==> config.mk <==
export PLATFORM = sky130hd
export DESIGN_NAME = hpw_regs
export DESIGN_NICKNAME = d
export VERILOG_FILES = /design/src/include/hpw_pkg.sv /design/src/include/hpw_ram_if.sv /design/src/rtl/hpw_regs.sv /design/src/rtl/hpw_ram_engine.sv
export SDC_FILE = /design/constraint.sdc
export NUM_CORES = 1
export LEC_CHECK = 0
export ABC_CLOCK_PERIOD_IN_PS = 4000
export BUFFER_PORTS_ARGS = -buffer_cell sky130_fd_sc_hd__buf_2
export CAP_MARGIN = 20
export CORE_UTILIZATION = 50
export CTS_CLUSTER_DIAMETER = 100
export DETAILED_ROUTE_END_ITERATION = 6
export GPL_TIMING_DRIVEN = 0
export PLACE_DENSITY_LB_ADDON = 0.2
export SETUP_SLACK_MARGIN = 0.1
export SYNTH_ARGS = -nofsm -noshare
export SYNTH_HDL_FRONTEND = slang
export SYNTH_SLANG_ARGS = --single-unit
==> constraint.sdc <==
create_clock -name clk -period 4 [get_ports clk]
set_input_delay 0.2 -clock clk [delete_from_list [all_inputs] [get_ports clk]]
set_output_delay 0.2 -clock clk [all_outputs]
set_load 0.01 [all_outputs]
==> src/include/hpw_pkg.sv <==
// Shared constants and types for the host port window registers
package hpw_pkg;
  // ==========================================================
  // Register index codes loaded into the index select field
  localparam int IDX_W = 6;
  localparam logic [5:0] IDX_CPU_IRQ = 6'h00;
  localparam logic [5:0] IDX_HOST_IRQ = 6'h01;
  localparam logic [5:0] IDX_PTR = 6'h02;
  localparam logic [5:0] IDX_DATA = 6'h03;
  localparam logic [5:0] IDX_BOOT = 6'h04;
  localparam logic [5:0] IDX_MODE = 6'h05;
  // ==========================================================
  // Field positions
  localparam int REQ_BIT = 0;
  localparam int GATE_BIT = 0;
  localparam int DIR_BIT = 0;
  localparam int FETCH_BIT = 3;
  localparam int STORE_BIT = 5;
  localparam int LOCK_BIT = 7;
  localparam int PTR_LSB = 2;
  localparam int PTR_W = 8;
  localparam int SYNC_W = 36;
  // ==========================================================
  // Reset values, key and counts
  localparam logic [7:0] IRQ_RST = 8'h00;
  localparam logic [7:0] PTR_RST = 8'h00;
  localparam logic [31:0] DATA_RST = 32'h0000_0000;
  localparam logic [7:0] GATE_KEY = 8'hA5;
  localparam logic [1:0] INIT_CYCLES = 2'h3;
  // ==========================================================
  // Shared RAM transfer engine states
  typedef enum logic {ENG_IDLE, ENG_BUSY} hpw_eng_e;
endpackage : hpw_pkg

==> src/include/hpw_ram_if.sv <==
// Command link between the register set and the shared RAM engine
`timescale 1ns/10ps
interface hpw_ram_if;
  logic start;
  logic we;
  logic [7:0] addr;
  logic [31:0] wdata;
  logic busy;
  logic done;
  logic [31:0] rdata;
  modport ctrl (output start, output we, output addr, output wdata,
                input busy, input done, input rdata);
  modport eng (input start, input we, input addr, input wdata,
               output busy, output done, output rdata);
endinterface : hpw_ram_if

==> src/rtl/hpw_regs.sv <==
// Host port window register set: mailboxes, RAM pointer, window, boot gate
`timescale 1ns/10ps
module hpw_regs (
  input wire logic clk,
  input wire logic rst_n,
  input wire logic host_cs_n,
  input wire logic host_wr_n,
  input wire logic register_select_pin,
  input wire logic [31:0] host_data_in,
  output logic [31:0] host_data_out,
  output logic host_data_oe,
  output logic host_irq_out_pin_n,
  input wire logic host_boot_strap,
  input wire logic cpu_sel,
  input wire logic cpu_we,
  input wire logic [5:0] cpu_idx,
  input wire logic [31:0] cpu_wdata,
  output logic [31:0] cpu_rdata,
  output logic cpu_mailbox_irq,
  input wire logic cpu_ram_req,
  input wire logic cpu_ram_bank,
  input wire logic bank_mode_bit,
  input wire logic bank_select_bit,
  output logic cpu_wait,
  output logic cpu_boot_go,
  output logic ram_req,
  output logic ram_we,
  output logic [7:0] ram_addr,
  output logic [31:0] ram_wdata,
  input wire logic ram_ack,
  input wire logic [31:0] ram_rdata
);
  hpw_ram_if ram_cmd ();

  // ==========================================================
  // Pin synchroniser: two flops, then an edge history stage
  logic [35:0] sync1_q, sync2_q;
  logic cs_n_prev_q;
  logic h_cs_n, h_wr_n, h_rs, h_strap;
  logic [31:0] h_data;

  always_ff @(posedge clk or negedge rst_n) begin
    if (!rst_n) begin
      sync1_q <= 36'hF_0000_0000;
      sync2_q <= 36'hF_0000_0000;
      cs_n_prev_q <= 1'b1;
    end else begin
      sync1_q <= {host_cs_n, host_wr_n, register_select_pin, host_boot_strap, host_data_in};
      sync2_q <= sync1_q;
      cs_n_prev_q <= sync2_q[35];
    end
  end

  assign h_cs_n = sync2_q[35];
  assign h_wr_n = sync2_q[34];
  assign h_rs = sync2_q[33];
  assign h_strap = sync2_q[32];
  assign h_data = sync2_q[31:0];

  // ==========================================================
  // Host access decode: one access per chip-select falling edge
  logic h_take, h_wr, h_rd, h_idx_wr, h_reg;
  assign h_take = cs_n_prev_q && !h_cs_n;
  assign h_reg = h_take && !h_rs;
  assign h_wr = h_reg && !h_wr_n;
  assign h_rd = h_reg && h_wr_n;
  assign h_idx_wr = h_take && h_rs && !h_wr_n;

  // ==========================================================
  // Register state
  logic [5:0] idx_q, idx_d;
  logic [7:0] cirq_q, cirq_d, hirq_q, hirq_d;
  logic [7:0] ptr_q, ptr_d;
  logic [31:0] data_q, data_d;
  logic gate_q, gate_d;
  logic store_q, store_d, fetch_q, fetch_d, dir_q, dir_d, lock_q, lock_d;
  logic pend_st_q, pend_st_d, pend_ft_q, pend_ft_d;
  logic xfer_we_q, xfer_we_d;
  logic [1:0] init_q, init_d;
  logic boot_mode_q, boot_mode_d;
  logic [31:0] hout_q, hout_d, cout_q, cout_d;
  logic hoe_q, hoe_d, hint_n_q, hint_n_d, cirq_out_q, cirq_out_d;
  logic wait_q, wait_d, go_q, go_d;
  logic cpu_bank, launch;

  // Read view of a register; unused and reserved bits read zero
  function automatic logic [31:0] reg_view(input logic [5:0] idx);
    logic [31:0] v;
    v = 32'h0000_0000;
    unique case (idx)
      hpw_pkg::IDX_CPU_IRQ: v[7:0] = cirq_q;
      hpw_pkg::IDX_HOST_IRQ: v[7:0] = hirq_q;
      hpw_pkg::IDX_PTR: v[9:2] = ptr_q;
      hpw_pkg::IDX_DATA: v = data_q;
      hpw_pkg::IDX_BOOT: v[hpw_pkg::GATE_BIT] = gate_q;
      hpw_pkg::IDX_MODE: begin
        v[hpw_pkg::LOCK_BIT] = lock_q;
        v[hpw_pkg::STORE_BIT] = store_q;
        v[hpw_pkg::FETCH_BIT] = fetch_q;
        v[hpw_pkg::DIR_BIT] = dir_q;
      end
      default: v = 32'h0000_0000;
    endcase
    return v;
  endfunction : reg_view

  // CPU side of the RAM is the selected bank in bank mode, else bank 0
  assign cpu_bank = bank_mode_bit ? bank_select_bit : 1'b0;
  assign launch = !ram_cmd.busy && (pend_st_q || pend_ft_q);

  // ==========================================================
  // Next values: CPU writes first, host overrides, then RAM result, boot strap capture last
  always_comb begin
    idx_d = idx_q;
    cirq_d = cirq_q;
    hirq_d = hirq_q;
    ptr_d = ptr_q;
    data_d = data_q;
    gate_d = gate_q;
    store_d = store_q;
    fetch_d = fetch_q;
    dir_d = dir_q;
    lock_d = lock_q;
    pend_st_d = pend_st_q && !launch;
    pend_ft_d = pend_ft_q && !(launch && !pend_st_q);
    init_d = init_q;
    boot_mode_d = boot_mode_q;
    xfer_we_d = launch ? pend_st_q : xfer_we_q; // Direction of the transfer in flight
    // CPU writes: mailboxes and window only
    if (cpu_sel && cpu_we) begin
      unique case (cpu_idx)
        hpw_pkg::IDX_CPU_IRQ: cirq_d = cpu_wdata[7:0];
        hpw_pkg::IDX_HOST_IRQ: hirq_d = cpu_wdata[7:0];
        hpw_pkg::IDX_DATA: data_d = cpu_wdata;
        default: ;
      endcase
    end
    if (h_idx_wr) begin
      idx_d = h_data[5:0];
    end
    // Host writes
    if (h_wr) begin
      unique case (idx_q)
        hpw_pkg::IDX_CPU_IRQ: cirq_d = h_data[7:0];
        hpw_pkg::IDX_HOST_IRQ: hirq_d = h_data[7:0];
        hpw_pkg::IDX_PTR: ptr_d = h_data[9:2];
        hpw_pkg::IDX_DATA: begin
          data_d = h_data;
          if (lock_q && store_q) begin
            pend_st_d = 1'b1;
          end
        end
        hpw_pkg::IDX_BOOT: begin
          if (!h_data[hpw_pkg::GATE_BIT]) begin
            gate_d = 1'b0;
          end else if (h_data[7:0] == hpw_pkg::GATE_KEY) begin
            gate_d = 1'b1;
          end
        end
        hpw_pkg::IDX_MODE: begin
          lock_d = h_data[hpw_pkg::LOCK_BIT];
          store_d = h_data[hpw_pkg::STORE_BIT];
          fetch_d = h_data[hpw_pkg::FETCH_BIT];
          dir_d = h_data[hpw_pkg::DIR_BIT];
          if (h_data[hpw_pkg::STORE_BIT]) begin
            pend_st_d = 1'b1;
          end else if (h_data[hpw_pkg::FETCH_BIT]) begin
            pend_ft_d = 1'b1;
          end
        end
        default: ;
      endcase
    end
    // Burst read: each host read of the window fetches the next word
    if (h_rd && idx_q == hpw_pkg::IDX_DATA && lock_q && fetch_q) begin
      pend_ft_d = 1'b1;
    end
    // Transfer completion, judged by the direction latched at launch
    if (ram_cmd.done) begin
      if (!xfer_we_q) begin
        data_d = ram_cmd.rdata;
      end
      if (lock_q) begin
        ptr_d = dir_q ? ptr_q - 8'h01 : ptr_q + 8'h01;
      end else if (!(h_wr && idx_q == hpw_pkg::IDX_MODE)) begin
        // A mode write in this same cycle keeps its own command bits
        if (xfer_we_q) begin
          store_d = 1'b0;
        end else begin
          fetch_d = 1'b0;
        end
      end
    end
    // Boot strap capture: the last pass sees the pin through both sync flops
    if (init_q != 2'h0) begin
      init_d = init_q - 2'h1;
      boot_mode_d = h_strap;
      gate_d = h_strap;
    end
  end

  // ==========================================================
  // Output next values; read data from the current registers, interrupt and wait from the next state
  always_comb begin
    hout_d = hout_q;
    cout_d = cout_q;
    hoe_d = !h_cs_n && h_wr_n;
    if (h_rd) begin
      hout_d = reg_view(idx_q);
    end else if (h_take && h_rs && h_wr_n) begin
      hout_d = {26'h0, idx_q};
    end
    if (cpu_sel && !cpu_we) begin
      cout_d = reg_view(cpu_idx);
    end
    hint_n_d = !hirq_d[hpw_pkg::REQ_BIT];
    cirq_out_d = cirq_d[hpw_pkg::REQ_BIT];
    wait_d = (init_d != 2'h0) ||
             (gate_d && cpu_ram_req && cpu_ram_bank == cpu_bank);
    go_d = boot_mode_q && gate_q && !gate_d && init_q == 2'h0;
  end

  // Registers
  always_ff @(posedge clk or negedge rst_n) begin
    if (!rst_n) begin
      idx_q <= 6'h00;
      cirq_q <= hpw_pkg::IRQ_RST;
      hirq_q <= hpw_pkg::IRQ_RST;
      ptr_q <= hpw_pkg::PTR_RST;
      data_q <= hpw_pkg::DATA_RST;
      gate_q <= 1'b0;
      store_q <= 1'b0;
      fetch_q <= 1'b0;
      dir_q <= 1'b0;
      lock_q <= 1'b0;
      pend_st_q <= 1'b0;
      pend_ft_q <= 1'b0;
      init_q <= hpw_pkg::INIT_CYCLES;
      boot_mode_q <= 1'b0;
      xfer_we_q <= 1'b0;
      hout_q <= hpw_pkg::DATA_RST;
      cout_q <= hpw_pkg::DATA_RST;
      hoe_q <= 1'b0;
      hint_n_q <= 1'b1;
      cirq_out_q <= 1'b0;
      wait_q <= 1'b1;
      go_q <= 1'b0;
    end else begin
      idx_q <= idx_d;
      cirq_q <= cirq_d;
      hirq_q <= hirq_d;
      ptr_q <= ptr_d;
      data_q <= data_d;
      gate_q <= gate_d;
      store_q <= store_d;
      fetch_q <= fetch_d;
      dir_q <= dir_d;
      lock_q <= lock_d;
      pend_st_q <= pend_st_d;
      pend_ft_q <= pend_ft_d;
      init_q <= init_d;
      boot_mode_q <= boot_mode_d;
      xfer_we_q <= xfer_we_d;
      hout_q <= hout_d;
      cout_q <= cout_d;
      hoe_q <= hoe_d;
      hint_n_q <= hint_n_d;
      cirq_out_q <= cirq_out_d;
      wait_q <= wait_d;
      go_q <= go_d;
    end
  end

  // ==========================================================
  // RAM engine command and output wiring
  assign ram_cmd.start = launch;
  assign ram_cmd.we = pend_st_q;
  assign ram_cmd.addr = ptr_q;
  assign ram_cmd.wdata = data_q;

  hpw_ram_engine u_engine (
    .clk(clk),
    .rst_n(rst_n),
    .cmd(ram_cmd),
    .ram_req(ram_req),
    .ram_we(ram_we),
    .ram_addr(ram_addr),
    .ram_wdata(ram_wdata),
    .ram_ack(ram_ack),
    .ram_rdata(ram_rdata)
  );

  assign host_data_out = hout_q;
  assign host_data_oe = hoe_q;
  assign host_irq_out_pin_n = hint_n_q;
  assign cpu_rdata = cout_q;
  assign cpu_mailbox_irq = cirq_out_q;
  assign cpu_wait = wait_q;
  assign cpu_boot_go = go_q;
endmodule : hpw_regs

==> src/rtl/hpw_ram_engine.sv <==
// Single-word shared RAM transfer engine with request/acknowledge
`timescale 1ns/10ps
module hpw_ram_engine (
  input wire logic clk,
  input wire logic rst_n,
  hpw_ram_if.eng cmd,
  output logic ram_req,
  output logic ram_we,
  output logic [7:0] ram_addr,
  output logic [31:0] ram_wdata,
  input wire logic ram_ack,
  input wire logic [31:0] ram_rdata
);
  hpw_pkg::hpw_eng_e state_q, state_d;
  logic req_q, req_d, we_q, we_d, done_q, done_d;
  logic [7:0] addr_q, addr_d;
  logic [31:0] wdata_q, wdata_d, rdata_q, rdata_d;

  // ==========================================================
  // Next state: latch a command, hold request until acknowledged
  always_comb begin
    state_d = state_q;
    req_d = req_q;
    we_d = we_q;
    addr_d = addr_q;
    wdata_d = wdata_q;
    rdata_d = rdata_q;
    done_d = 1'b0;
    unique case (state_q)
      hpw_pkg::ENG_IDLE: begin
        if (cmd.start) begin
          req_d = 1'b1;
          we_d = cmd.we;
          addr_d = cmd.addr;
          wdata_d = cmd.wdata;
          state_d = hpw_pkg::ENG_BUSY;
        end
      end
      hpw_pkg::ENG_BUSY: begin
        if (ram_ack) begin
          req_d = 1'b0;
          done_d = 1'b1;
          if (!we_q) begin
            rdata_d = ram_rdata;
          end
          state_d = hpw_pkg::ENG_IDLE;
        end
      end
    endcase
  end

  // Registers
  always_ff @(posedge clk or negedge rst_n) begin
    if (!rst_n) begin
      state_q <= hpw_pkg::ENG_IDLE;
      req_q <= 1'b0;
      we_q <= 1'b0;
      addr_q <= hpw_pkg::PTR_RST;
      wdata_q <= hpw_pkg::DATA_RST;
      rdata_q <= hpw_pkg::DATA_RST;
      done_q <= 1'b0;
    end else begin
      state_q <= state_d;
      req_q <= req_d;
      we_q <= we_d;
      addr_q <= addr_d;
      wdata_q <= wdata_d;
      rdata_q <= rdata_d;
      done_q <= done_d;
    end
  end

  // Outputs straight from flops
  assign cmd.busy = (state_q == hpw_pkg::ENG_BUSY);
  assign cmd.done = done_q;
  assign cmd.rdata = rdata_q;
  assign ram_req = req_q;
  assign ram_we = we_q;
  assign ram_addr = addr_q;
  assign ram_wdata = wdata_q;
endmodule : hpw_ram_engine

[After elaboration in Yosys (flattened, before gate mapping)]
Index checks and enable logic that the tools add are counted.
Word-level totals
  memories kept: 0
  bits in latches: 0
  bits in read-only memories: 0
  input bits: 115
  flip-flop bits (word level): 291
  bits in writable memories: 0
Cells by class
  shift operators: 0
  reductions and logical operators: 46
  mux-type cells: 77
  $add $sub $neg: 3
  eq/ne operators: 14
  order comparisons: 0
  bitwise logic cells: 2
  divide/modulo/power cells: 0
  multipliers: 0
Operators by type and width (number)
  32-bit 2-to-1 mux: 8
  8-bit 2-to-1 mux: 13
  22-bit 2-to-1 mux: 2
  1-bit one-hot mux with 5 select lines: 8
  1-bit 2-to-1 mux: 32
  6-bit by 2-bit equality test with 1-bit output, second input constant: 4
  6-bit by 3-bit equality test with 1-bit output, second input constant: 4
  1-bit logical AND: 24
  1-bit one-hot mux with 4 select lines: 6
  6-bit by 1-bit equality test with 1-bit output, second input constant: 2
  6-bit zero test: 2
  1-bit zero test: 10
  8-bit by 1-bit adder with 8-bit output, second input constant: 1
  8-bit equality test, second input constant: 1
  2-bit one-hot mux with 2 select lines: 2
  8-bit by 1-bit subtractor with 8-bit output, second input constant: 1
  1-bit one-hot mux with 2 select lines: 3
  1-bit one-hot mux with 3 select lines: 2
  2-bit AND reduction: 3
  2-bit nonzero test: 3
  2-bit != test, second input constant: 2
  3-bit AND reduction: 1
  2-bit zero test: 1
  1-bit logical OR: 2
  other kinds (4): 5

[Longest topological paths before layout]
Gate-level depths: netlist of run 1.
  word-level depth: 10
  mapped depth: 8

[Cells and area by module]
From an unflattened synthesis of run 1, not the netlist that was laid out.
Unflattened totals
  cells, all modules: 938
  area, all modules: 12047.8 µm²
Modules (own cells, without submodules)
  hpw_regs: area each 9188.8 µm², times used 1, cells an instance 773, sequential area each 5371.4 µm²
  hpw_ram_engine: area each 2859.0 µm², times used 1, cells an instance 165, sequential area each 1901.8 µm²

[Worst setup path after synthesis of run 1]
OpenSTA, ideal clock, no wires.
  path type: reg-to-reg
  start: register idx_q[2]
  end: register data_q[10]
  data required time: 3.859 ns
  data arrival time: 1.772 ns
  setup time: 0.141 ns
  buffers on the path: 2
  stages on the path, launching flop included: 8
  setup slack: 2.087 ns
  cell sequence: dfrtp_1 -> or4_1 -> buf_2 -> nor2_2 -> nand3_1 -> clkbuf_1 -> o22ai_1 -> a31oi_1
Between the ends
  cells in the longest elaborated chain, start to end: 5
RTL lines
  from (decl): line hpw_regs.sv:71  | logic [5:0] idx_q, idx_d;
  from (signal assigned): line hpw_regs.sv:249  | idx_q <= idx_d;
  6-bit by 2-bit equality test with 1-bit output *: line hpw_regs.sv:143  | unique case (idx_q)
  32-bit 2-to-1 mux *: line hpw_regs.sv:143
  32-bit 2-to-1 mux *: line hpw_regs.sv:142  | if (h_wr) begin
  32-bit 2-to-1 mux: line hpw_regs.sv:180  | if (!xfer_we_q) begin
  32-bit 2-to-1 mux *: line hpw_regs.sv:179  | if (ram_cmd.done) begin
  via data_d[10]: line hpw_regs.sv:74  | logic [31:0] data_q, data_d;
  to (signal assigned): line hpw_regs.sv:230  | data_q <= hpw_pkg::DATA_RST;
  to (signal assigned): line hpw_regs.sv:253  | data_q <= data_d;
  to (decl): line hpw_regs.sv:74
Mark *: on every way through the listed nets, which the timed path passes. The rest lies on a longest branch.
A chain may end at the register's enable or synchronous reset.

[Final worst setup path of run 1]
  start: input cpu_idx[4]
  end: register data_q[19]
Between the ends
  cells in the longest elaborated chain, start to end: 7
RTL lines
  from (decl): line hpw_regs.sv:16  | input wire logic [5:0] cpu_idx,
  6-bit by 2-bit equality test with 1-bit output *: line hpw_regs.sv:131  | unique case (cpu_idx)
  32-bit 2-to-1 mux *: line hpw_regs.sv:131
  32-bit 2-to-1 mux *: line hpw_regs.sv:130  | if (cpu_sel && cpu_we) begin
  32-bit 2-to-1 mux: line hpw_regs.sv:143
  32-bit 2-to-1 mux *: line hpw_regs.sv:142
  32-bit 2-to-1 mux: line hpw_regs.sv:180
  32-bit 2-to-1 mux *: line hpw_regs.sv:179
  via data_d[19]: line hpw_regs.sv:74
Marked as above.

==> metrics.md, run 1 <==
| Metric | Value |
|---|---|
| EDFF count, synth | 0 |
| VDD IR max | between 0.5 and 0.6 mV |
| Gr ovfl total | 0 |
| Leak Pwr | between 0.007 and 0.008 uW |
| Clock slew at reported path FFs | 0.06 ns |
| Largest net degree at the start of global routing | 124 |
| Sw Share | 0.2714 |
| Simple-gate share of the synthesized area | 0.09735 |
| Max cap viols | 0 |
| WP data required | 4.48 ns |
| Chip Width | 153.6 um |
| Mapped Cells | ~940 |
| Synth Area per Inst | 12.25 sq um |
| Measured slew at the worst slew-check pin | roughly 0.90 ns |
| # IOs | approximately 230 |
| Cell-internal power | approximately 5700 uW |
| Port Buffers | 224 |
| CTS H-Tree Depth | 1 |
| Final worst-path cycle share | 0.6583 |
| DR WL/cell | 19.54 um |
| Global Route Usage Sum | 0.2696 |
| Worst Path Max Fanout | 10 |
| Gpl congestion | 0.9153 |
| XOR/XNOR Fraction of Synth Area | 0.002287 |
| YS warnings | 0 |
| Fin. max-slew vios | 0 |
| Clk Latency, worst-skew pair | 0.56 ns |
| Sequential group share of total power | 0.493 |
| Data arrival time of the critical path | 3.11 ns |
| Initial core utilization | 0.5090 |
| Synth area leader | dfrtp_1 |
| Via density | 5.490 |
| DP Cell Count | 1,449 |
| Combinational family with the most area after synthesis | compound AO/OA/AOI/OAI gates |
| Crit path top cell by count | buf_2 |
| Global-route wire length before repair | 49.11 mm |
| Layout Cells excl Fill | between 1.5k and 2k |
| Final worst path period need | 2.633 ns |
| First DRT Iteration DRCs | 575 |
| Area delta synth->final | 31.59% |
| CTS root buf | clkbuf_16 |
| Clock sink total | 290 |
| Detail Placement HPWL | 21.33 mm |
| Final setup violation count | 0 |
| Worst Slack Setup Final | 1.367 ns |
| CTS Buffer Depth | 3 |
| Final Net Count | about 1.4k |
| WS Path Type | input pin to flip-flop |
| Outcome | complete, no violations |
| Place WS | 1.355 ns |
| Core area | 22,570 sq um |
| RSZ-0062 raised after global routing | no |
| Layout cells sized above 1 | 0.2951 |
| Hold Crit Class | input pin to async pin |
| Top cells by area, synth | dfrtp_1, mux2_2, nand2_1, dfstp_2, mux2i_1 |
| Area of the multi-input gates | 3956 sq um |
| DRC violations left | 0 |
| Rel. slew slack | 0.3988 |
| Fill cell count | about 1.7k |
| Crit path cell chain | dlygate4sd3_1, buf_2, nor4_1, and3_1, buf_2, nor2b_1, clkbuf_1, buf_2, nand2_1, a31oi_1 |
| Clock network fraction of total power | 0.361 |
| Die H | approximately 150 um |
| CP max-delay cell | nor4_1 |
| Top-area cell type share of the netlist area | 0.6033 |
| Layout Skew | about 0.021 ns |
| Pwr dens | 521.8 nW/um^2 |
| Routed Antenna Nets | 0 |
| Post-synthesis compound-gate area fraction | 0.1186 |
| First drt pass iteration count | 5 |
| Ys flop type | dfrtp_1 |
| TritonCTS clock tree | yes |
| F_max | 379.8 MHz |
| Syn Nets | roughly 1.1k |
| Switching pwr | 2141 uW |
| Vias in the first global route | 8,798 |
| Post-route setup TNS | 0 ns |
| Drt total wl | 31.49 mm |
| Via count | 8,850 |
| Largest stage delay on the critical path | 0.66 ns |
| FF+latch count, synth | 290 |
| Die area | 23,590 sq um |
| Logic pwr share | 0.146 |
| Num CTS Buffers | 31 |
| Initial antenna violation count | 2 |
| Synth Area in Adders | 0.008276 |
| Post-synthesis mux area share | 0.1178 |
| Cell variety after synth | between 60 and 70 |
| # rows | 55 |
| Post-synthesis sequential area ratio | 0.6330 |
| Crit path capture type | flip-flop |
| Final count of hold timing violations | 0 |
| Post-synthesis async set-or-reset flop share | 1.000 |
| Crit path launch type | input pin |
| Reg area | 7273 sq um |
| Mapped cell area | 11,490 sq um |
-- cell usage in the layout (no fill, tap or decap), types with 6 or more instances in the layout --
master / n
dfrtp_1: 277
o21ai_0: 46
nor2_1: 34
nand2_1: 157
nor3_1: 8
buf_2: 233
dlygate4sd3_1: 106
a22oi_1: 9
mux2i_1: 25
a31oi_1: 33
mux2_2: 80
dfstp_2: 13
a22o_1: 27
inv_1: 9
o22ai_1: 33
nor2b_1: 7
clkbuf_1: 48
ha_1: 6
a21oi_1: 25
clkbuf_16: 31
mux4_2: 8
-- metrics by stage --
step | util | hold WS, ns | total power, uW | area (sq um)
after floorplan | - | -0.09559 | 4469 | 11490
after global placement | 0.5745 | 0.3072 | 4931 | 12970
after detailed placement | 0.5774 | 0.1397 | 4992 | 13030
after CTS | 0.6696 | 0.1429 | 7914 | 15110
after global routing | 0.6696 | 0.1870 | 8238 | 15110
final | 0.6698 | 0.1542 | 7889 | 15120
-- timing repair --
action                                 4_1_cts  5_1_grt
resized for setup                            0        0
endpoints found under the hold margin      169        0
buffers inserted                             0        0
hold buffers                               106        0
-- path summary, 6_finish.rpt --
kind / cells after the start / slack (ns) / endpoint / start
max: 10 / 1.37 / data_q[19]$_DFF_PN0_ / cpu_idx[4]
min: 2 / 0.15 / sync1_q[22]$_DFF_PN0_ / rst_n
max reg2reg: 7 / 1.37 / data_q[25]$_DFF_PN0_ / idx_q[2]$_DFFE_PN0P_
min reg2reg: 0 / 0.35 / sync2_q[27]$_DFF_PN0_ / sync1_q[27]$_DFF_PN0_
max in group asynchronous: 4 / 2.43 / sync2_q[1]$_DFF_PN0_ / rst_n
min in group clk: 4 / 0.16 / cpu_rdata[0]$_DFFE_PN0P_ / cpu_idx[2]
-- power by group through the flow --
| stage | sequential [uW] | clock (uW) | combinational [uW] |
|---|---|---|---|
| 6_report | 3890 | 2850 | 1160 |
| 5_1_grt | 3950 | 3010 | 1280 |
| 4_1_cts | 3870 | 2890 | 1150 |
| 3_5_place_dp | 3920 | 0 | 1070 |
| 3_3_place_gp | 3900 | 0 | 1030 |
| 2_1_floorplan | 3780 | 0 | 686 |
-- area by class of cell --
cell class,count,area share
Clock buffer,42,0.05735
Antenna cell,2,0.0003310
Timing Repair Buffer,332,0.1486
Sequential cell,290,0.4810
Tap cell,285,0.02358
Inverter,9,0.002234
Multi-Input combinational cell,582,0.2617
Clock inverter,13,0.01018
Buffer,57,0.01498
-- worst max-delay path, delay by kind of cell --
kind | cells | cell delay [ns]
compound gates | 1 | 0.18
buf+inv | 5 | 1.57
simple gates | 4 | 1.16
-- cell families after synthesis --
kind of cell	Yosys count
muxes	115
AOI/OAI and AO/OA	208
DFF	290
buffers and inverters	66
xor gates and xnor gates	3
adders and majority gates	7
and+or+nand+nor	249
-- layer usage --
layer  wire, um  up-vias  global-route usage
met5          0        -                   0
met4       1061        0             0.09000
met3       2087       61             0.05891
met2      14520      312              0.4212
met1      13820     4372              0.3762
li1           -     4105                   -
-- Yosys cell counts, types with 2 or more instances --
cell and n:
nand2b_1 4, o22ai_1 33, clkbuf_1 42, o21a_1 2, mux2_1 2, and2_1 4, o211ai_1 4, buf_1 5
xor2_1 3, nor2_1 34, o221ai_1 2, dfrtp_1 277, nand3_1 4, a32oi_1 5, nand2_1 157, a22o_1 27
o21bai_1 2, dfstp_2 13, inv_1 9, a221oi_1 5, nor2b_1 7, o21ai_0 46, a2bb2oi_1 2, nor3_1 8
and4_1 2, o31ai_1 2, o41ai_1 2, mux2i_1 25, mux2_2 80, ha_1 6, buf_2 10, a31oi_1 33
or2_2 2, mux4_2 8, or4_1 4, nor4_1 5, and3_1 4, a22oi_1 9, nand3b_1 2, a21oi_1 25
nor3b_1 2
-- state kept, by name, indices dropped and copies added (netlist names), 6 cells and up --
name and cells:
u_engine.cmd.rdata 32, u_engine.ram_addr 8, u_engine.ram_wdata 32, idx_q 6, ptr_q 8, host_data_out 32
cpu_rdata 32, data_q 32, sync2_q 36, hirq_q 8, sync1_q 36, cirq_q 8
(Power assumes the default switching activity.)
==> inputs of run 2 (changes only) <==
- ABC_AREA: unset -> 1
- ABC_CLOCK_PERIOD_IN_PS: 4000 -> 2300
- clock period: 4 -> 2.3 ns (I/O delays scaled with it)
==> metrics.md, run 2 <==
| Metric | Value |
|---|---|
| CTS H-Tree Depth | 1 (unchanged) |
| Clk Latency, worst-skew pair | 0.56 ns (about the same) |
| Detail Placement HPWL | 25.59 mm (+20%) |
| Hold buffer count at CTS | 106 (unchanged) |
| Measured slew at the worst slew-check pin | 0.8861 ns (-0.01381 ns) |
| Post-synthesis sequential area ratio | 0.5935 (-0.03955) |
| Fin. max-slew vios | 0 (unchanged) |
| Logic pwr share | 0.152 (+0.006) |
| Post-CTS resize count | 0 (unchanged) |
| Worst Hold End | cpu_rdata[5]$_DFFE_PN0P_ |
| R2R setup slack | 0.29 ns (-1.08 ns) |
| Leak Pwr | 0.008118 uW (+12%) |
| Hold Crit Class | input pin to flip-flop |
| Ant. Diodes | 0 (-2) |
| Setup Buffers After CTS | 0 (unchanged) |
| FF+latch count, synth | 290 (unchanged) |
| Via density | 5.286 (-3.7%) |
| YS warnings | 0 (unchanged) |
| Most frequent cells in the layout | nand2_1, dfrtp_1, buf_2 |
| # IOs | 226 (unchanged) |
| R2r worst-path depth | 5 (-2) |
| Most common cell after layout, fill and taps aside | nand2_1 |
| Global Route Usage Sum | 0.2905 (+0.02091) |
| Final setup violation count | 0 (unchanged) |
| Clock slew at reported path FFs | 0.06 ns (about the same) |
| Clock sink total | 290 (unchanged) |
| Gpl congestion | 0.9489 (+3.7%) |
| Area delta synth->final | 30.14% |
| Layout Skew | 0.008942 ns (-0.01241 ns) |
| Final Net Count | 1,735 (+22%) |
| Clock network fraction of total power | 0.379 (+0.018) |
| First drt pass iteration count | 5 (unchanged) |
| F_max | roughly 500 MHz |
| Data arrival time of the critical path | 2.43 ns (-0.68 ns) |
| EDFF count, synth | 0 (unchanged) |
| Cell variety after synth | 38 (-38%) |
| Layout cells sized above 1 | 0.2547 (-0.04036) |
| First DRT Iteration DRCs | 876 (+52%) |
| Initial antenna violation count | 0 (-2) |
| Hold depth | 5 |
| Top cells by area, synth | dfrtp_1, nand2_1, o21ai_0, inv_1, nand3_1 |
| Fill cell count | 1,865 (+9.3%) |
| Sw Share | 0.2834 (+0.01206) |
| Top-area cell type share of the netlist area | 0.5656 (-0.03769) |
| Pwr dens | 821.4 nW/um^2 (+57%) |
| Synth area leader | dfrtp_1 |
| Sequential group share of total power | 0.469 (-0.024) |
| Worst R2R End | host_data_out[15]$_DFFE_PN0P_ |
| Worst R2R Start | sync2_q[33]$_DFF_PN1_ |
| Post-synthesis async set-or-reset flop share | 1.000 (unchanged) |
| # rows | 56 (+1.8%) |
| TritonCTS clock tree | yes |
| Syn Nets | 1,370 (+29%) |
| Mapped cell area | 12,260 sq um (+6.7%) |
| Regs by FF count | sync1_q x36, sync2_q x36 |
| Synth Area per Inst | 9.820 sq um (-20%) |
| Via count | 10.34k (+17%) |
| Gr ovfl total | 0 (unchanged) |
| Final count of hold timing violations | 0 (unchanged) |
| Top-count cell post-synth | nand2_1 |
| Initial core utilization | 0.5160 (+0.006925) |
| DR WL/cell | 18.39 um (-5.9%) |
| Hold wc startpoint | cpu_sel |
| Post-route setup TNS | 0 ns (unchanged) |
| Drt total wl | 35.97 mm (+14%) |
| Routed Antenna Nets | 0 (unchanged) |
| Die H | 158.6 um (+3.2%) |
| RSZ-0062 raised after global routing | no |
| Crit path launch type | flip-flop |
| Ys flop type | dfrtp_1 |
| Total Power | 13,100 uW (+66%) |
| VDD IR max | 0.5675 mV (-1.3%) |
| WS Path Type | flip-flop to flip-flop |
| Commonest cells in the synthesized netlist | nand2_1, dfrtp_1, o21ai_0, inv_1, nand3_1 |
| Vias in the first global route | 10.02k (+14%) |
| Cell-internal power | 9387 uW (+63%) |
| Switching pwr | 3713 uW (+73%) |
| Final worst-path cycle share | 0.8750 |
| Port Buffers | 225 (+0.45%) |
| Crit path capture type | flip-flop |
| CTS Buffer Depth | 3 (unchanged) |
| Worst Path Max Fanout | 10 (unchanged) |
| DRC violations left | 0 (unchanged) |
| Num CTS Buffers | 30 (-3.2%) |
| Die area | 25,140 sq um (+6.6%) |
| Rel. slew slack | 0.4053 (+0.006486) |
| WP data required | 2.72 ns (-1.76 ns) |
| Largest net degree at the start of global routing | 119 (-4.0%) |
| CTS root buf | clkbuf_16 |
| Chip Width | 158.6 um (+3.2%) |
| Mapped Cells | 1,248 (+33%) |
| Outcome | complete, no violations |
| Max cap viols | 0 (unchanged) |
| Final worst path period need | 2.012 ns |
| Global-route wire length before repair | 55.17 mm (+12%) |
| Core area | 23,750 sq um (+5.2%) |
[run 2: how the worst max path moves through the flow]
stage | end | slack, ns | cells past startpoint | startpoint
floorplan | data_q[23]$_DFF_PN0_ | 0.76 | 8 | sync2_q[33]$_DFF_PN1_
global placement | u_engine.ram_wdata[15]$_DFFE_PN0P_ | -4.20 | 1 | rst_n
detailed placement | host_data_out[15]$_DFFE_PN0P_ | 0.29 | 5 | sync2_q[33]$_DFF_PN1_
CTS | host_data_out[15]$_DFFE_PN0P_ | 0.30 | 5 | sync2_q[33]$_DFF_PN1_
global route | host_data_out[17]$_DFFE_PN0P_ | 0.15 | 5 | sync2_q[33]$_DFF_PN1_
finish | host_data_out[15]$_DFFE_PN0P_ | 0.29 | 5 | sync2_q[33]$_DFF_PN1_
[run 2: kinds of logic after synthesis]
family                     synth area share
DFF                                  0.5935
buffers and inverters               0.06115
AOI/OAI and AO/OA                    0.1262
and+or+nand+nor                      0.1799
adders and majority gates          0.007759
xor gates and xnor gates           0.002144
muxes                               0.02940
[run 2: power groups by stage]
stage                     Clock, uW  Combinational [uW]  Sequential, uW
after floorplan                   0                1100            6030
after global placement            0                1760            6190
after detailed placement          0                1800            6200
after CTS                      5030                1960            6110
after global routing           5260                2230            6180
final                          4970                1990            6140
[run 2: worst max-delay path, cell delays in order, from the launching register on]
cell	delay [ns]
dfstp_2	0.51
clkbuf_1	0.36
nor2_1	0.14
nand2_1	0.29
clkbuf_1	0.41
o21ai_0	0.15
[run 2: through the flow]
step           std cells  area (sq um)  utilization  setup WS (ns)  hold WS (ns)
2_1_floorplan       1248         12260            -         0.7638       -0.1806
3_3_place_gp        1792         13780       0.5802         -4.196        0.2199
3_5_place_dp        1794         13850       0.5829         0.2881       0.06893
4_1_cts             1956         15950       0.6715         0.3005      0.003630
5_1_grt             1956         15950       0.6715         0.1479       0.03462
6_report            1956         15950       0.6715         0.2876       0.02118
[run 2: layer usage]
layer  part of all wire  vias up  track usage
li1                   -     4870            -
met1               0.46     4949       0.4220
met2               0.45      447       0.4530
met3              0.067       73      0.04382
met4              0.026        0      0.08196
met5                  0        -            0
[run 2: layout make-up]
cell class                      instances  area, sq um  area share
Timing Repair Buffer                  333         2252      0.1412
Clock buffer                           45        907.1     0.05688
Inverter                              114        427.9     0.02683
Tap cell                              319        399.1     0.02503
Sequential cell                       290         7273      0.4560
Buffer                                 62        321.6     0.02016
Multi-Input combinational cell        782         4233      0.2654
Clock inverter                         11        135.1    0.008473
==> inputs of run 3 (changes only) <==
--- a/config.mk
+++ b/config.mk
@@ -9,3 +9,3 @@
 export ABC_CLOCK_PERIOD_IN_PS = 2300
-export BUFFER_PORTS_ARGS = -buffer_cell sky130_fd_sc_hd__buf_2
+export BUFFER_PORTS_ARGS = -buffer_cell sky130_fd_sc_hd__clkbuf_2
 export CAP_MARGIN = 20
==> constraint.sdc (replaced) <==
create_clock -name clk -period 2.3 [get_ports clk]
set_input_delay 0.23 -clock clk [delete_from_list [all_inputs] [get_ports clk]]
set_output_delay 0.23 -clock clk [all_outputs]
set_load 0.01 [all_outputs]
==> metrics.md, run 3 (synthesis results as in run 2) <==
| Metric | Value |
|---|---|
| Layout Cells excl Fill | 1,928 (-1.4%) |
| Sw Share | 0.2847 (+0.001316) |
| Final Hold Slack | 0.02772 ns (+0.006533 ns) |
| WS Path Type | flip-flop to flip-flop |
| Crit path top cell by count | clkbuf_1 |
| Via count | 10.12k (-2.2%) |
| Gr ovfl total | 0 (unchanged) |
| Initial core utilization | 0.5160 (unchanged) |
| Core area | 23,750 sq um (unchanged) |
| Clock sink total | 290 (unchanged) |
| Most common cell after layout, fill and taps aside | nand2_1 |
| Regs by FF count | sync1_q x36, sync2_q x36 |
| CTS Buffer Depth | 3 (unchanged) |
| Final core utilization | 0.6583 (-0.01312) |
| CP max-delay cell | dfstp_2 |
| Area delta synth->final | 27.60% |
| # IOs | 226 (unchanged) |
| Die H | 158.6 um (unchanged) |
| Layout Skew | 0.01845 ns (+0.009507 ns) |
| First DRT Iteration DRCs | 778 (-11%) |
| Final worst path period need | 1.990 ns (-0.02207 ns) |
| Cell-internal power | 9277 uW (-1.2%) |
| CTS root buf | clkbuf_16 |
| Final count of hold timing violations | 0 (unchanged) |
| Measured slew at the worst slew-check pin | 0.9017 ns (+0.01556 ns) |
| Gpl congestion | 0.9243 (-2.6%) |
| CP delay by family, top | buffers and inverters |
| F_max | 502.4 MHz (+1.1%) |
| RSZ-0062 raised after global routing | no |
| Chip Width | 158.6 um (unchanged) |
| Most frequent cells in the layout | nand2_1, dfrtp_1, clkbuf_2 |
| Final worst-path cycle share | 0.8654 (-0.009594) |
| Post-route setup TNS | 0 ns (unchanged) |
| Hold Crit Class | input pin to flip-flop |
| Num CTS Buffers | 30 (unchanged) |
| Buf/Inv on CP | 2 (unchanged) |
| Leak Pwr | 0.007928 uW (-2.3%) |
| Crit path launch type | flip-flop |
| Drt total wl | 34.82 mm (-3.2%) |
| Clk Latency, worst-skew pair | 0.56 ns (about the same) |
| Clock slew at reported path FFs | 0.06 ns (about the same) |
| Sequential group share of total power | 0.474 (+0.005) |
| Switching pwr | 3693 uW (-0.53%) |
| Global-route wire length before repair | 54.25 mm (-1.7%) |
| Initial antenna violation count | 0 (unchanged) |
| DP Cell Count | 1,794 (unchanged) |
| Pwr dens | 829.4 nW/um^2 (+0.98%) |
| CP Depth | 5 (unchanged) |
| Max cap viols | 0 (unchanged) |
| Worst Path Max Fanout | 10 (unchanged) |
| Rel. slew slack | 0.3948 (-0.01044) |
| VDD IR max | 0.5446 mV (-4.0%) |
| CTS H-Tree Depth | 1 (unchanged) |
| Largest net degree at the start of global routing | 106 (-11%) |
| Logic pwr share | 0.150 (-0.002) |
| Largest stage delay on the critical path | 0.52 ns (about the same) |
| Port Buffers | 225 (unchanged) |
| Data arrival time of the critical path | 2.41 ns (-0.02 ns) |
| WP data required | 2.72 ns (about the same) |
| Via density | 5.247 (-0.74%) |
| Final Net Count | 1,707 (-1.6%) |
| Post-CTS resize count | 0 (unchanged) |
| Detail Placement HPWL | 25.59 mm (about the same) |
| Final setup violation count | 0 (unchanged) |
| Ant. Diodes | 0 (unchanged) |
| First drt pass iteration count | 5 (unchanged) |
| Hold depth | 3 (-2) |
| Fill cell count | 1,934 (+3.7%) |
| Setup Buffers After CTS | 0 (unchanged) |
| Vias in the first global route | 9,764 (-2.6%) |
| DRC violations left | 0 (unchanged) |
| R2r worst-path depth | 5 (unchanged) |
| Routed Antenna Nets | 0 (unchanged) |
| Global Route Usage Sum | 0.2848 (-0.005719) |
| # rows | 56 (unchanged) |
| TritonCTS clock tree | yes |
| DR WL/cell | 18.06 um (-1.8%) |
| Die area | 25,140 sq um (unchanged) |
| Fin. max-slew vios | 0 (unchanged) |
| Layout cells sized above 1 | 0.2598 (+0.005054) |
| Crit path cell chain | clkbuf_1, nor2_1, nand2_1, clkbuf_1, o21ai_0 |
| Outcome | complete, no violations |
| Hold buffer count at CTS | 78 (-26%) |
| Clock network fraction of total power | 0.376 (-0.003) |
| Crit path capture type | flip-flop |
## run 3: area by class of cell
class,instances,area (sq um),share of cell area
Sequential cell,290,7273,0.4651
Clock buffer,42,875.8,0.05601
Inverter,114,427.9,0.02736
Tap cell,319,399.1,0.02552
Timing Repair Buffer,305,1971,0.1260
Buffer,62,321.6,0.02056
Clock inverter,14,136.4,0.008721
Multi-Input combinational cell,782,4233,0.2707
## run 3: through the flow
step	total power, uW	worst slack [ns]	cell area (sq um)
after floorplan	7131	0.7638	12260
after detailed placement	8014	0.3513	13840
after CTS	12990	0.3252	15640
after global routing	13510	0.1190	15640
final	12970	0.3096	15640
after global placement	7954	-5.022	13780
## run 3: final timing paths
kind	end	startpoint	slack (ns)
max	host_data_out[15]$_DFFE_PN0P_	sync2_q[33]$_DFF_PN1_	0.31
min	hirq_q[2]$_DFF_PN0_	cpu_wdata[2]	0.03
max reg2reg	host_data_out[15]$_DFFE_PN0P_	sync2_q[33]$_DFF_PN1_	0.31
min reg2reg	sync2_q[6]$_DFF_PN0_	sync1_q[6]$_DFF_PN0_	0.35
max in group asynchronous	u_engine.cmd.busy$_DFF_PN0_	rst_n	0.69
min in group asynchronous	boot_mode_q$_DFFE_PN0P_	rst_n	0.26
## run 3: per-layer routing
metal	routed length, um	track usage	part of all wire	up-vias
met5	0	0	0	-
met4	648	0.06639	0.019	0
met3	1925	0.02912	0.055	51
met2	15560	0.4302	0.45	320
met1	16690	0.4408	0.48	4939
li1	-	-	-	4806
## run 3: power groups by stage
stage | logic, uW | registers [uW] | clock network [uW]
CTS | 1930 | 6110 | 4950
global placement | 1760 | 6190 | 0
finish | 1950 | 6140 | 4880
global route | 2180 | 6190 | 5150
floorplan | 1100 | 6030 | 0
detailed placement | 1810 | 6200 | 0
## run 3: worst min-delay path: stages
cell and delay (ns):
clkbuf_2 0.13, nand3_1 0.10, a31oi_1 0.08
